File: config.mk
export PLATFORM = sky130hd
export DESIGN_NAME = pll_frequency_select
export DESIGN_NICKNAME = d
export VERILOG_FILES = /design/src/hw/pll_frequency_select.v
export VERILOG_INCLUDE_DIRS = /design/src /design/src/hw
export SDC_FILE = /design/constraint.sdc
export NUM_CORES = 1
export LEC_CHECK = 0
export CAP_MARGIN = 0
export CORE_ASPECT_RATIO = 0.7
export CORE_MARGIN = 2
export CORE_UTILIZATION = 35
export DETAILED_ROUTE_END_ITERATION = 16
export DONT_BUFFER_PORTS = 1
export PLACE_DENSITY_LB_ADDON = 0.25
export SYNTH_ARGS = -nofsm -noshare
export SYNTH_HDL_FRONTEND = slang
export SYNTH_SLANG_ARGS = --single-unit
File: constraint.sdc
create_clock -name pclk -period 2.8 [get_ports pclk]
set_clock_uncertainty 0.2 [all_clocks]
set_input_delay 0.14 -clock pclk [delete_from_list [all_inputs] [get_ports pclk]]
set_output_delay 0.14 -clock pclk [all_outputs]
set_load 0.01 [all_outputs]
File: src/hw/pll_frequency_select_regs.vh
// Register offsets, field positions and reset values of the clock select block.
// Assumes a 32-bit APB bus with byte addresses and one aligned word per register.
`ifndef PLL_FREQUENCY_SELECT_REGS_VH
`define PLL_FREQUENCY_SELECT_REGS_VH

// ----------------------------------------------------------------------------
// Register offsets
// ----------------------------------------------------------------------------
`define OFS_CTRL        8'h00
`define OFS_OSC         8'h04
`define OFS_SYN2        8'h08
`define OFS_SYN3        8'h0C
`define OFS_DIVAB       8'h10
`define OFS_SRC         8'h14
`define OFS_STATUS      8'h18
`define OFS_TABLE       8'h20
`define OFS_TABLE_LAST  8'h3C

// ----------------------------------------------------------------------------
// Control register fields
// ----------------------------------------------------------------------------
`define CTRL_FULL_SD    0
`define CTRL_SUSP_MODE  1
`define CTRL_SYN_EN_LO  2
`define CTRL_SYN_EN_HI  4
`define CTRL_SOUT_LO    8
`define CTRL_SOUT_HI    12
`define CTRL_SSYN_LO    13
`define CTRL_SSYN_HI    15
`define CTRL_EDIV_LO    16
`define CTRL_EDIV_HI    17
`define CTRL_DRV_LO     20
`define CTRL_DRV_HI     21
`define CTRL_BYPASS     24
`define CTRL_RST        32'h0001_001D

// ----------------------------------------------------------------------------
// Oscillator, factor, divider and source fields
// ----------------------------------------------------------------------------
`define OSC_CAP_HI      5
`define OSC_RST         32'h0000_0018
`define Q_HI            7
`define P_LO            8
`define P_HI            18
`define ROW_DIVIDER_SETTING_SELECT      20
`define SYN_RST         32'h0000_0801
`define DIV_A0_LO       0
`define DIV_A1_LO       8
`define DIV_B0_LO       16
`define DIV_B1_LO       24
`define DIV_RST         32'h0404_0202
`define SRC_RST         32'h0000_0055

// ----------------------------------------------------------------------------
// Output E divider field codes and ratios
// ----------------------------------------------------------------------------
`define EDIV_OFF        2'b00
`define EDIV_BY4        2'b01
`define EDIV_BY2        2'b10
`define EDIV_BY3        2'b11
`define RATIO_4         7'h04
`define RATIO_2         7'h02
`define RATIO_3         7'h03

`endif

File: src/hw/pll_frequency_select.v
// Configuration and frequency selection logic of a three-synthesizer clock generator.
// Assumes APB access from software, select pins synchronous to pclk, and
// that pclk stands in for every synthesizer's output when dividers are modelled.
`timescale 1ns/1ns
`include "pll_frequency_select_regs.vh"

module pll_frequency_select #(
  parameter QW = 8,
  parameter PW = 11,
  parameter DW = 7
) (
  input  wire          pclk,
  input  wire          presetn,
  input  wire          psel,
  input  wire          penable,
  input  wire          pwrite,
  input  wire [7:0]    paddr,
  input  wire [31:0]   pwdata,
  input  wire [3:0]    pstrb,
  output reg  [31:0]   prdata,
  output reg           pready,
  output reg           pslverr,
  input  wire          serial_data_pin,
  input  wire          serial_clock_pin,
  input  wire          select_bit_two,
  input  wire          output_enable_n,
  output reg  [QW-1:0] first_synthesizer_q,
  output reg  [PW-1:0] first_synthesizer_p,
  output reg  [QW-1:0] second_synthesizer_q,
  output reg  [PW-1:0] second_synthesizer_p,
  output reg  [QW-1:0] third_synthesizer_q,
  output reg  [PW-1:0] third_synthesizer_p,
  output reg  [2:0]    synth_run,
  output reg           chip_stop,
  output reg  [4:0]    out_oe,
  output reg           output_a,
  output reg           output_b,
  output reg           output_e,
  output reg  [5:0]    crystal_load_cap,
  output reg  [1:0]    crystal_drive,
  output reg           crystal_cap_bypass
);

  // --------------------------------------------------------------------------
  // Helpers
  // --------------------------------------------------------------------------
  // Byte-lane merge, so each factor byte takes effect on its own write
  function [31:0] merge;
    input [31:0] old_v;
    input [31:0] new_v;
    input [3:0]  strb;
    integer      b;
    begin
      merge = old_v;
      for (b = 0; b < 4; b = b + 1) begin
        if (strb[b])
          merge[b*8 +: 8] = new_v[b*8 +: 8];
      end
    end
  endfunction

  // Output E ratio decode; zero means the output is off
  function [DW-1:0] e_ratio;
    input [1:0] f;
    begin
      case (f)
        `EDIV_BY4: e_ratio = `RATIO_4;
        `EDIV_BY2: e_ratio = `RATIO_2;
        `EDIV_BY3: e_ratio = `RATIO_3;
        default:   e_ratio = {DW{1'b0}};
      endcase
    end
  endfunction

  // --------------------------------------------------------------------------
  // Register file
  // --------------------------------------------------------------------------
  reg  [31:0] ctrl_q;
  reg  [31:0] osc_q;
  reg  [31:0] syn2_q;
  reg  [31:0] syn3_q;
  reg  [31:0] divab_q;
  reg  [31:0] src_q;
  reg  [31:0] tbl_q [0:7];
  reg  [1:0]  strap_q;
  reg         strap_done_q;
  reg  [31:0] rdata_d;
  reg         hit_d;
  wire        setup_ph = psel & ~penable;
  wire        wr_ev    = psel & penable & pready & pwrite;
  wire        in_tbl   = (paddr >= `OFS_TABLE) && (paddr <= `OFS_TABLE_LAST);
  wire [2:0]  tbl_idx  = paddr[4:2];
  integer     r;

  always @(posedge pclk or negedge presetn) begin
    if (!presetn) begin
      ctrl_q  <= `CTRL_RST;
      osc_q   <= `OSC_RST;
      syn2_q  <= `SYN_RST;
      syn3_q  <= `SYN_RST;
      divab_q <= `DIV_RST;
      src_q   <= `SRC_RST;
      for (r = 0; r < 8; r = r + 1)
        tbl_q[r] <= `SYN_RST;
    end else if (wr_ev) begin
      case (paddr)
        `OFS_CTRL:  ctrl_q  <= merge(ctrl_q, pwdata, pstrb);
        `OFS_OSC:   osc_q   <= merge(osc_q, pwdata, pstrb);
        `OFS_SYN2:  syn2_q  <= merge(syn2_q, pwdata, pstrb);
        `OFS_SYN3:  syn3_q  <= merge(syn3_q, pwdata, pstrb);
        `OFS_DIVAB: divab_q <= merge(divab_q, pwdata, pstrb);
        `OFS_SRC:   src_q   <= merge(src_q, pwdata, pstrb);
        default: begin
          if (in_tbl)
            tbl_q[tbl_idx] <= merge(tbl_q[tbl_idx], pwdata, pstrb);
        end
      endcase
    end
  end

  // Strap capture on the first edge after reset; later bus traffic on the
  // shared pins cannot disturb it
  always @(posedge pclk or negedge presetn) begin
    if (!presetn) begin
      strap_q      <= 2'b00;
      strap_done_q <= 1'b0;
    end else if (!strap_done_q) begin
      strap_q      <= {serial_clock_pin, serial_data_pin};
      strap_done_q <= 1'b1;
    end
  end

  // --------------------------------------------------------------------------
  // Selection and power state
  // --------------------------------------------------------------------------
  wire        susp_mode = ctrl_q[`CTRL_SUSP_MODE];
  wire        susp_act  = susp_mode & ~select_bit_two;
  wire [2:0]  sel_idx   = {susp_mode ? 1'b0 : select_bit_two, strap_q};
  wire [31:0] row       = tbl_q[sel_idx];
  wire        divider_setting_select    = row[`ROW_DIVIDER_SETTING_SELECT];
  wire        pin_low   = ~output_enable_n;
  wire        full_stop = pin_low & ctrl_q[`CTRL_FULL_SD];
  wire [2:0]  syn_en    = ctrl_q[`CTRL_SYN_EN_HI:`CTRL_SYN_EN_LO];
  wire [2:0]  syn_susp  = ctrl_q[`CTRL_SSYN_HI:`CTRL_SSYN_LO];
  wire [4:0]  out_susp  = ctrl_q[`CTRL_SOUT_HI:`CTRL_SOUT_LO];
  wire [2:0]  run_d     = syn_en & ~{3{full_stop}} & ~({3{susp_act}} & syn_susp);
  wire [1:0]  e_field   = ctrl_q[`CTRL_EDIV_HI:`CTRL_EDIV_LO];

  // One shared choice picks setting 0 or 1 for A and B together
  wire [DW-1:0] div_a = divider_setting_select ? divab_q[`DIV_A1_LO +: DW] : divab_q[`DIV_A0_LO +: DW];
  wire [DW-1:0] div_b = divider_setting_select ? divab_q[`DIV_B1_LO +: DW] : divab_q[`DIV_B0_LO +: DW];
  wire [DW-1:0] div_e = e_ratio(e_field);

  // Source of each crosspoint output: 0 reference, 1..3 a synthesizer
  reg  [3:0] src_ok;
  reg  [4:0] oe_d;
  integer    k;
  always @* begin
    for (k = 0; k < 4; k = k + 1) begin
      case (src_q[k*2 +: 2])
        2'h0:    src_ok[k] = ~full_stop;
        2'h1:    src_ok[k] = run_d[0];
        2'h2:    src_ok[k] = run_d[1];
        default: src_ok[k] = run_d[2];
      endcase
    end
    // Stopped synthesizer always takes its outputs down with it
    oe_d = {run_d[0], src_ok} & ~({5{susp_act}} & out_susp) & ~{5{pin_low}};
    oe_d[0] = oe_d[0] & (div_a != {DW{1'b0}});
    oe_d[1] = oe_d[1] & (div_b != {DW{1'b0}});
    oe_d[4] = oe_d[4] & (e_field != `EDIV_OFF);
  end

  // --------------------------------------------------------------------------
  // Post-dividers for A, B and E
  // --------------------------------------------------------------------------
  // While running, a new divisor is loaded only at the end of a full period, so a select
  // change never shortens a high or low phase. Costs up to one old period.
  wire [DW-1:0] want [0:2];
  wire [2:0]    div_run;
  wire [2:0]    div_out;
  assign want[0]    = div_a;
  assign want[1]    = div_b;
  assign want[2]    = div_e;
  assign div_run[0] = oe_d[0];
  assign div_run[1] = oe_d[1];
  assign div_run[2] = oe_d[4];

  genvar g;
  generate
    for (g = 0; g < 3; g = g + 1) begin : post_div
      reg [DW-1:0] cnt_q;
      reg [DW-1:0] cur_q;
      wire         last = (cnt_q + {{(DW-1){1'b0}}, 1'b1} >= cur_q);
      always @(posedge pclk or negedge presetn) begin
        if (!presetn) begin
          cnt_q <= {DW{1'b0}};
          cur_q <= {DW{1'b0}};
        end else if (!div_run[g]) begin
          cnt_q <= {DW{1'b0}};
          cur_q <= want[g];
        end else if (last) begin
          cnt_q <= {DW{1'b0}};
          cur_q <= want[g];
        end else begin
          cnt_q <= cnt_q + {{(DW-1){1'b0}}, 1'b1};
        end
      end
      // High for the first half period, rounded up for odd ratios
      assign div_out[g] = div_run[g] & ({1'b0, cnt_q} < (({1'b0, cur_q} + 1'b1) >> 1));
    end
  endgenerate

  // --------------------------------------------------------------------------
  // Registered outputs
  // --------------------------------------------------------------------------
  always @(posedge pclk or negedge presetn) begin
    if (!presetn) begin
      first_synthesizer_q  <= {QW{1'b0}};
      first_synthesizer_p  <= {PW{1'b0}};
      second_synthesizer_q <= {QW{1'b0}};
      second_synthesizer_p <= {PW{1'b0}};
      third_synthesizer_q  <= {QW{1'b0}};
      third_synthesizer_p  <= {PW{1'b0}};
      synth_run            <= 3'b000;
      chip_stop            <= 1'b0;
      out_oe               <= 5'b00000;
      output_a             <= 1'b0;
      output_b             <= 1'b0;
      output_e             <= 1'b0;
      crystal_load_cap     <= 6'h00;
      crystal_drive        <= 2'b00;
      crystal_cap_bypass   <= 1'b0;
    end else begin
      first_synthesizer_q  <= row[`Q_HI:0];
      first_synthesizer_p  <= row[`P_HI:`P_LO];
      second_synthesizer_q <= syn2_q[`Q_HI:0];
      second_synthesizer_p <= syn2_q[`P_HI:`P_LO];
      third_synthesizer_q  <= syn3_q[`Q_HI:0];
      third_synthesizer_p  <= syn3_q[`P_HI:`P_LO];
      synth_run            <= run_d;
      chip_stop            <= full_stop;
      out_oe               <= oe_d;
      output_a             <= div_out[0];
      output_b             <= div_out[1];
      output_e             <= div_out[2];
      crystal_load_cap     <= osc_q[`OSC_CAP_HI:0];
      crystal_drive        <= ctrl_q[`CTRL_DRV_HI:`CTRL_DRV_LO];
      crystal_cap_bypass   <= ctrl_q[`CTRL_BYPASS];
    end
  end

  // --------------------------------------------------------------------------
  // APB read path and response
  // --------------------------------------------------------------------------
  // Decoded in the setup cycle so every bus output comes from a flip-flop;
  // the access phase therefore always lasts exactly one cycle
  always @* begin
    rdata_d = 32'h0000_0000;
    hit_d   = 1'b1;
    case (paddr)
      `OFS_CTRL:   rdata_d = ctrl_q;
      `OFS_OSC:    rdata_d = osc_q;
      `OFS_SYN2:   rdata_d = syn2_q;
      `OFS_SYN3:   rdata_d = syn3_q;
      `OFS_DIVAB:  rdata_d = divab_q;
      `OFS_SRC:    rdata_d = src_q;
      `OFS_STATUS: rdata_d = {18'h00000, oe_d, run_d, full_stop,
                              susp_act, divider_setting_select, sel_idx};
      default: begin
        if (in_tbl && paddr[1:0] == 2'b00)
          rdata_d = tbl_q[tbl_idx];
        else
          hit_d = 1'b0;
      end
    endcase
    if (paddr[1:0] != 2'b00)
      hit_d = 1'b0;
  end

  always @(posedge pclk or negedge presetn) begin
    if (!presetn) begin
      prdata  <= 32'h0000_0000;
      pready  <= 1'b0;
      pslverr <= 1'b0;
    end else if (setup_ph) begin
      prdata  <= pwrite ? 32'h0000_0000 : rdata_d;
      pready  <= 1'b1;
      pslverr <= ~hit_d;
    end else begin
      pready  <= 1'b0;
      pslverr <= 1'b0;
    end
  end

endmodule // pll_frequency_select

==> summary.txt, run 1 <==
Clock tree
  – Num CTS Buffers: 61
  – Clock buffer depth: 3
  – CTS tree: built
  – Clock Sinks: 601
  – H-tree Lvls: 2
  – Worst-Skew Late Latency: approximately 0.65 ns
  – Register clock-pin slew on the reported worst setup and hold paths: 0.06 ns
  – Clock Root Buffer: clkbuf_16
  – Post-CTS setup buffer count: 0

Timing
  – Hold slack: -0.906 ns
  – Fmax: 363 MHz
  – Worst Max-Slew Pin Slew: about 3.1 ns
  – Pins over their slew limit: just under 400
  – Slew HR: -1.10
  – Setup violators final: 0
  – Minimum clock period: 2.76 ns
  – Tcrit/Tclk final: 0.985
  – Fin. Hold Viols: around 580
  – Setup TNS: 0 ns

Synthesis
  – Area contributors post-synth: dfrtp_1, mux2_2, mux4_2, dfstp_2, nand2_1
  – Top cells by count, synth: dfrtp_1, mux2_2, nand2_1
  – Ys Warns: 0
  – Largest area contributor in the netlist: dfrtp_1
  – Synth cell types: 67
  – Async set or reset register ratio after synthesis: 1.00
  – Most frequent cell after synthesis: dfrtp_1
  – Netlist Area Pre-Place: 0.0284 mm²
  – Commonest register cell after synthesis: dfrtp_1
  – Seq cells post-synth: about 600
  – Post-synth EDFFs: 0
  – Seq/Total Area, Yosys: 0.530
  – Syn Inst Count: 2,073
  – Syn Area/Cell: approximately 14 µm²
  – Post-synth top area share: 0.498

Floorplan
  – # rows: 87
  – Die width: about 340 µm
  – Starting density of the core: 0.353
  – Die ar.: 0.0836 mm²
  – Core footprint: 0.0806 mm²
  – Ports: roughly 170
  – Die height: 243 µm

Critical path
  – Worst-path fanout max: between 70 and 80
  – Critical Path RT: around 3.2 ns
  – Critical path class: in2reg
  – Critical Path Source Type: primary input
  – Crit end category: flip-flop
  – Worst EP arrival: 3.12 ns

Layout
  – Nets@finish: 2,283
  – FILL cells: around 7,500
  – Layout cells sized above 1: 0.400
  – Area growth, synth to finish: 16.8%
  – Final Non-Filler Cells: approximately 3,300

Detailed routing
  – DRT iter0 DRCs: roughly 1,900
  – Via-to-Cell Ratio: between 5 and 6
  – Antenna-violating nets left: 0
  – Drt drc: 0
  – DR WL/cell: slightly below 30 µm
  – Routed wire length: just under 100,000 µm
  – Vias: about 19,000
  – First-pass detailed-route iteration total: 5

Placement
  – Port bufs: 0
  – RD Place Congestion: ~0.91
  – Post-DP HPWL: just over 60,000 µm
  – Placed Cells: around 3,100

Status
  – Status: finished, violations left
  – Failing checks: hold timing, slew limit

Global route
  – First-pass GRT wire length: 143,000 µm
  – GRT Overall Usage: 0.234
  – GRT overflow: 0
  – Vias in the first global route: between 15,000 and 20,000
  – Initial antenna violation count: 17
  – Pin count of the biggest net entering global routing: 602

Job
  – Max-Cap Viols: 0

Pwr
  – Pwr/cell area: approximately 550 mW/mm²
  – Leak pwr: ~16 nW
  – Worst vdd ir: 0.000483 V

Hold path
  – Tightest Hold Check Type: in2async
-- layer usage --
| metal | vias to the layer above | global-route usage | routed length [µm] |
|---|---|---|---|
| li1 | 7886 | - | - |
| met3 | 146 | 0.0771 | 10200 |
| met5 | - | 0 | 57 |
| met4 | 8 | 0.0546 | 2050 |
| met2 | 839 | 0.334 | 41800 |
| met1 | 10200 | 0.343 | 43800 |
-- final cells by class --
cell class / count / area (µm²) / area share
multi-input cells: 1334 / 12800 / 0.386
clock buffers: 95 / 1850 / 0.0556
inverters: 28 / 105 / 0.00316
well taps: 1068 / 1340 / 0.0402
flip-flops and latches: 601 / 15100 / 0.454
repair buffers: 167 / 1760 / 0.0531
diodes: 5 / 12.5 / 0.000377
clock inverters: 20 / 240 / 0.00723
-- repair_timing --
| item | CTS | global route |
|---|---|---|
| hold buffers | 79 | 1 |
| setup endpoints to repair | 0 | 36 |
| endpoints found under the hold margin | 1131 | 602 |
| gates resized for setup | 0 | 8 |
-- cell usage in the layout (no fill, tap or decap), types with 10 or more instances in the layout --
master | synthesis | layout
dfrtp_1 | 566 | 563
mux2_2 | 513 | 513
nand2_1 | 183 | 182
mux4_2 | 110 | 110
dlygate4sd3_1 | 0 | 73
buf_4 | 6 | 69
clkbuf_16 | 0 | 63
mux2i_1 | 61 | 61
a21oi_1 | 49 | 48
o21ai_0 | 46 | 46
nor2_1 | 41 | 38
ha_1 | 37 | 37
nand3_1 | 37 | 36
dfstp_2 | 35 | 35
inv_1 | 27 | 27
buf_12 | 0 | 21
nor2b_1 | 22 | 20
a22oi_1 | 19 | 19
a31oi_1 | 20 | 18
clkbuf_1 | 51 | 17
xnor2_1 | 16 | 15
nor2_2 | 14 | 15
clkbuf_8 | 0 | 15
nand2b_1 | 15 | 14
and3_1 | 15 | 14
nor3_1 | 12 | 11
a22o_1 | 11 | 11
clkinv_2 | 0 | 10
-- sequential cells by signal, summed over array words and instances (netlist names), 11 cells and up --
signal                cells
second_synthesizer_p     11
divab_q                  32
post_div.cnt_q           21
post_div.cur_q           17
tbl_q                   256
prdata                   32
osc_q                    32
third_synthesizer_p      11
first_synthesizer_p      11
src_q                    32
syn2_q                   32
syn3_q                   32
ctrl_q                   32
-- final timing paths --
kind | start | end | slack [ns] | depth (start not counted)
worst min register to register | osc_q[2] | crystal_load_cap[2] | 0.20 | 0
worst max register to register | ctrl_q[1] | prdata[11] | 0.10 | 8
max in group asynchronous | presetn | strap_q[0] | 0.77 | 0
min in group pclk | paddr[2] | prdata[13] | 0.02 | 6
worst min-delay path | presetn | third_synthesizer_p[6] | -0.91 | 0
worst max-delay path | paddr[4] | src_q[5] | 0.04 | 10
-- critical path, cell delays in order --
cell and delay, ns:
buf_12 0.22, buf_16 0.45, clkinv_1 0.61, nor2_1 0.30, nand2_1 0.19, nor2_1 0.14, buf_4 0.22, nand2_1 0.08
dlygate4sd3_1 0.58, o21ai_0 0.08
-- power by group --
| part | leakage, nW | total [W] | internal [W] | switching, W |
|---|---|---|---|---|
| Sequential | 8.22 | 0.00882 | 0.00875 | 0.0000687 |
| Clock | 1.02 | 0.00855 | 0.00498 | 0.00357 |
| Combinational | 6.49 | 0.000956 | 0.000346 | 0.000610 |
| Total | 15.7 | 0.0183 | 0.0141 | 0.00425 |
-- through the flow --
step | area [µm²] | power [W] | utilization | setup WS, ns
2_1_floorplan | 28500 | 0.00945 | - | 0.254
3_3_place_gp | 30200 | 0.00956 | 0.375 | 0.0127
3_5_place_dp | 30200 | 0.00957 | 0.375 | 0.0850
4_1_cts | 33200 | 0.0185 | 0.412 | 0.0233
5_1_grt | 33200 | 0.0189 | 0.412 | -0.0147
6_report | 33200 | 0.0183 | 0.413 | 0.0418
-- logic make-up after synthesis --
kind of cell	count (synthesis)	share of synthesized area
xor gates and xnor gates	24	0.00739
AOI/OAI and AO/OA	206	0.0471
other	2	0.000264
buffers and inverters	141	0.0213
DFF	601	0.530
muxes	684	0.312
adders and majority gates	37	0.0163
and+or+nand+nor	378	0.0658
Power figures use the tool's default switching activity.
==> run 2: changes to the inputs <==
PLACE_DENSITY_LB_ADDON = unset   (was 0.25)
==> summary.txt, run 2 (synthesis gave the netlist of run 1 again) <==
Global route
  – First-pass GRT wire length: 137,000 µm (was 143,000 µm)
  – Initial antenna violation count: 12 (was 17)
  – Met3 Usage GRT: 0.0708 (was 0.0771)
  – Pin count of the biggest net entering global routing: 602 (unchanged)
  – GR Util met2: 0.320 (was 0.334)
  – GRT overflow: 0 (unchanged)
  – Grt peak-use layer: met2 (was met1)
  – Met1 global-route usage: 0.318 (was 0.343)
  – GRT Overall Usage: 0.222 (was 0.234)
  – Vias in the first global route: 19,700 (was 19,400)

Clock tree
  – Worst-Skew Late Latency: 0.65 ns (about the same)
  – Num CTS Buffers: 58 (was 61)
  – Clock Root Buffer: clkbuf_16 (unchanged)
  – H-tree Lvls: 2 (unchanged)
  – Clock Sinks: 601 (unchanged)
  – Register clock-pin slew on the reported worst setup and hold paths: 0.06 ns (about the same)
  – Clock buffer depth: 3 (unchanged)
  – CTS tree: built (unchanged)

Detailed routing
  – Routed wire length: 92,900 µm (was 97,800 µm)
  – Vias: 19,000 (was 19,100)
  – First-pass detailed-route iteration total: 5 (unchanged)
  – Drt drc: 0 (unchanged)
  – DR WL/cell: 28.1 µm (was 29.5 µm)
  – Antenna-violating nets left: 0 (unchanged)
  – Via-to-Cell Ratio: 5.75 (was 5.74)
  – DRT iter0 DRCs: 2,121 (was 1,927)

Timing
  – Slew HR: -1.73 (was -1.10)
  – Worst Max-Slew Pin Slew: 4.09 ns (was 3.15 ns)
  – Fmax: 363 MHz (about the same)
  – Minimum clock period: 2.75 ns (was 2.76 ns)
  – Pins over their slew limit: 512 (was 392)
  – Hold slack: -1.00 ns (was -0.906 ns)
  – Fin. Hold Viols: 576 (unchanged)
  – Tcrit/Tclk final: 0.983 (was 0.985)
  – Setup violators final: 0 (unchanged)

Floorplan
  – Die ar.: 0.0836 mm² (unchanged)
  – Die width: 345 µm (unchanged)
  – Die height: 243 µm (unchanged)
  – Starting density of the core: 0.353 (unchanged)
  – # rows: 87 (unchanged)
  – Ports: 165 (unchanged)
  – Core footprint: 0.0806 mm² (unchanged)

Pwr
  – Leak pwr: 15.6 nW (was 15.7 nW)
  – Sequential Power Share: 0.484 (was 0.481)
  – Switching share of power: 0.229 (was 0.232)
  – Pwr/cell area: 552 mW/mm² (was 551 mW/mm²)
  – Worst vdd ir: 0.000457 V (was 0.000483 V)
  – Gate power share: 0.050 (was 0.052)
  – P_int: 0.0140 W (was 0.0141 W)
  – Clock power frac: 0.466 (was 0.467)
  – Psw: 0.00418 W (was 0.00425 W)

Critical path
  – Worst r2r src: pready (was ctrl_q[1])
  – Critical path class: reg2reg (was in2reg)
  – Critical Path Source Type: flip-flop (was primary input)
  – Reg2Reg Depth: 7 (was 8)
  – Worst EP arrival: 3.08 ns (was 3.12 ns)
  – Critical Path RT: 3.13 ns (was 3.16 ns)
  – Reg2reg end: ctrl_q[29] (was prdata[11])
  – Crit. Startpoint: pready (was paddr[4])
  – Reg-to-reg slack, setup: 0.05 ns (was 0.10 ns)
  – Worst-path fanout max: 12 (was 73)
  – Crit end category: flip-flop (unchanged)

Layout
  – Nets@finish: 2,269 (was 2,283)
  – Max reg flops: 256 (unchanged)
  – Final Non-Filler Cells: 3,302 (was 3,318)
  – Most common cell after layout, fill and taps aside: dfrtp_1 (unchanged)
  – Area growth, synth to finish: 16.0% (was 16.8%)
  – Post-Layout Inst Area: 0.0330 mm² (was 0.0332 mm²)
  – Most flop-heavy register: tbl_q (unchanged)
  – Most frequent cells in the layout: dfrtp_1, mux2_2, nand2_1 (unchanged)
  – Layout cells sized above 1: 0.396 (was 0.400)

Hold path
  – Tightest Hold Check Type: in2async (unchanged)

Placement
  – Placed Cells: 3,112 (was 3,119)
  – Placed Area: 0.0301 mm² (was 0.0302 mm²)
  – Port bufs: 0 (unchanged)
  – RD Place Congestion: 0.906 (about the same)
  – Post-DP HPWL: 60,100 µm (was 60,500 µm)

Job
  – Max-Cap Viols: 0 (unchanged)

Status
  – Failing checks: hold timing, slew limit (unchanged)
  – Status: finished, violations left (unchanged)
run 2: cell count changes in the layout (fill, tap and decap cells not counted), moves of 2 or more:
cell and delta:
clkbuf_8 -7, buf_12 -6, bufinv_16 +5, clkbuf_16 -5
dlygate4sd3_1 -3, buf_4 -2, clkbuf_1 -2
run 2: layer usage:
metal | up-vias | routed length [µm]
li1 | 7877 | -
met1 | 10100 | 40200
met2 | 862 | 40000
met3 | 169 | 10200
met4 | 0 | 2510
met5 | - | 0
run 2: area by class of cell:
class / count / area (µm²)
well taps: 1068 / 1340
fillers: 7371 / 47600
diodes: 6 / 15.0
repair buffers: 156 / 1600
clock inverters: 28 / 419
clock buffers: 81 / 1620
multi-input cells: 1334 / 12800
flip-flops and latches: 601 / 15100
inverters: 28 / 105
run 2: worst max-delay path: stages, from the launching register on:
cell and delay [ns]:
dfrtp_1 0.47, and4_1 0.26, buf_6 0.22, nand2_1 0.18, nor2_2 0.24, buf_12 0.15, mux2_2 0.33, dlygate4sd3_1 0.56
run 2: what timing repair did:
action	in CTS	in global routing
pin swaps	0	1
hold buffers	74	1
gates resized for setup	1	5
setup buffers	0	0
hold endpoints to repair	1125	602
endpoints found under the setup margin	1	22
run 2: power by group through the flow:
stage / Combinational [W] / Clock (W) / Sequential (W)
6_report: 0.000909 / 0.00850 / 0.00882
2_1_floorplan: 0.000510 / 0 / 0.00894
3_5_place_dp: 0.000590 / 0 / 0.00897
5_1_grt: 0.000940 / 0.00907 / 0.00881
3_3_place_gp: 0.000578 / 0 / 0.00897
4_1_cts: 0.000892 / 0.00866 / 0.00881
run 2: metrics by stage:
stage,setup slack (ns),setup TNS (ns),power (W),utilization
2_1_floorplan,0.254,0,0.00945,-
3_3_place_gp,0.0103,0,0.00954,0.374
3_5_place_dp,-0.00415,-0.00415,0.00956,0.374
4_1_cts,0.0796,0,0.0184,0.409
5_1_grt,-0.000651,-0.000651,0.0188,0.410
6_report,0.0486,0,0.0182,0.410
run 2: how the worst max path moves through the flow:
stage | end | slack (ns) | cells past startpoint
2_1_floorplan | post_div[0].cur_q[0] | 0.25 | 8
3_3_place_gp | prdata[13] | 0.01 | 6
3_5_place_dp | prdata[13] | -0.004 | 6
4_1_cts | ctrl_q[29] | 0.08 | 7
5_1_grt | post_div[1].cur_q[6] | -0.0007 | 10
6_report | ctrl_q[29] | 0.05 | 7
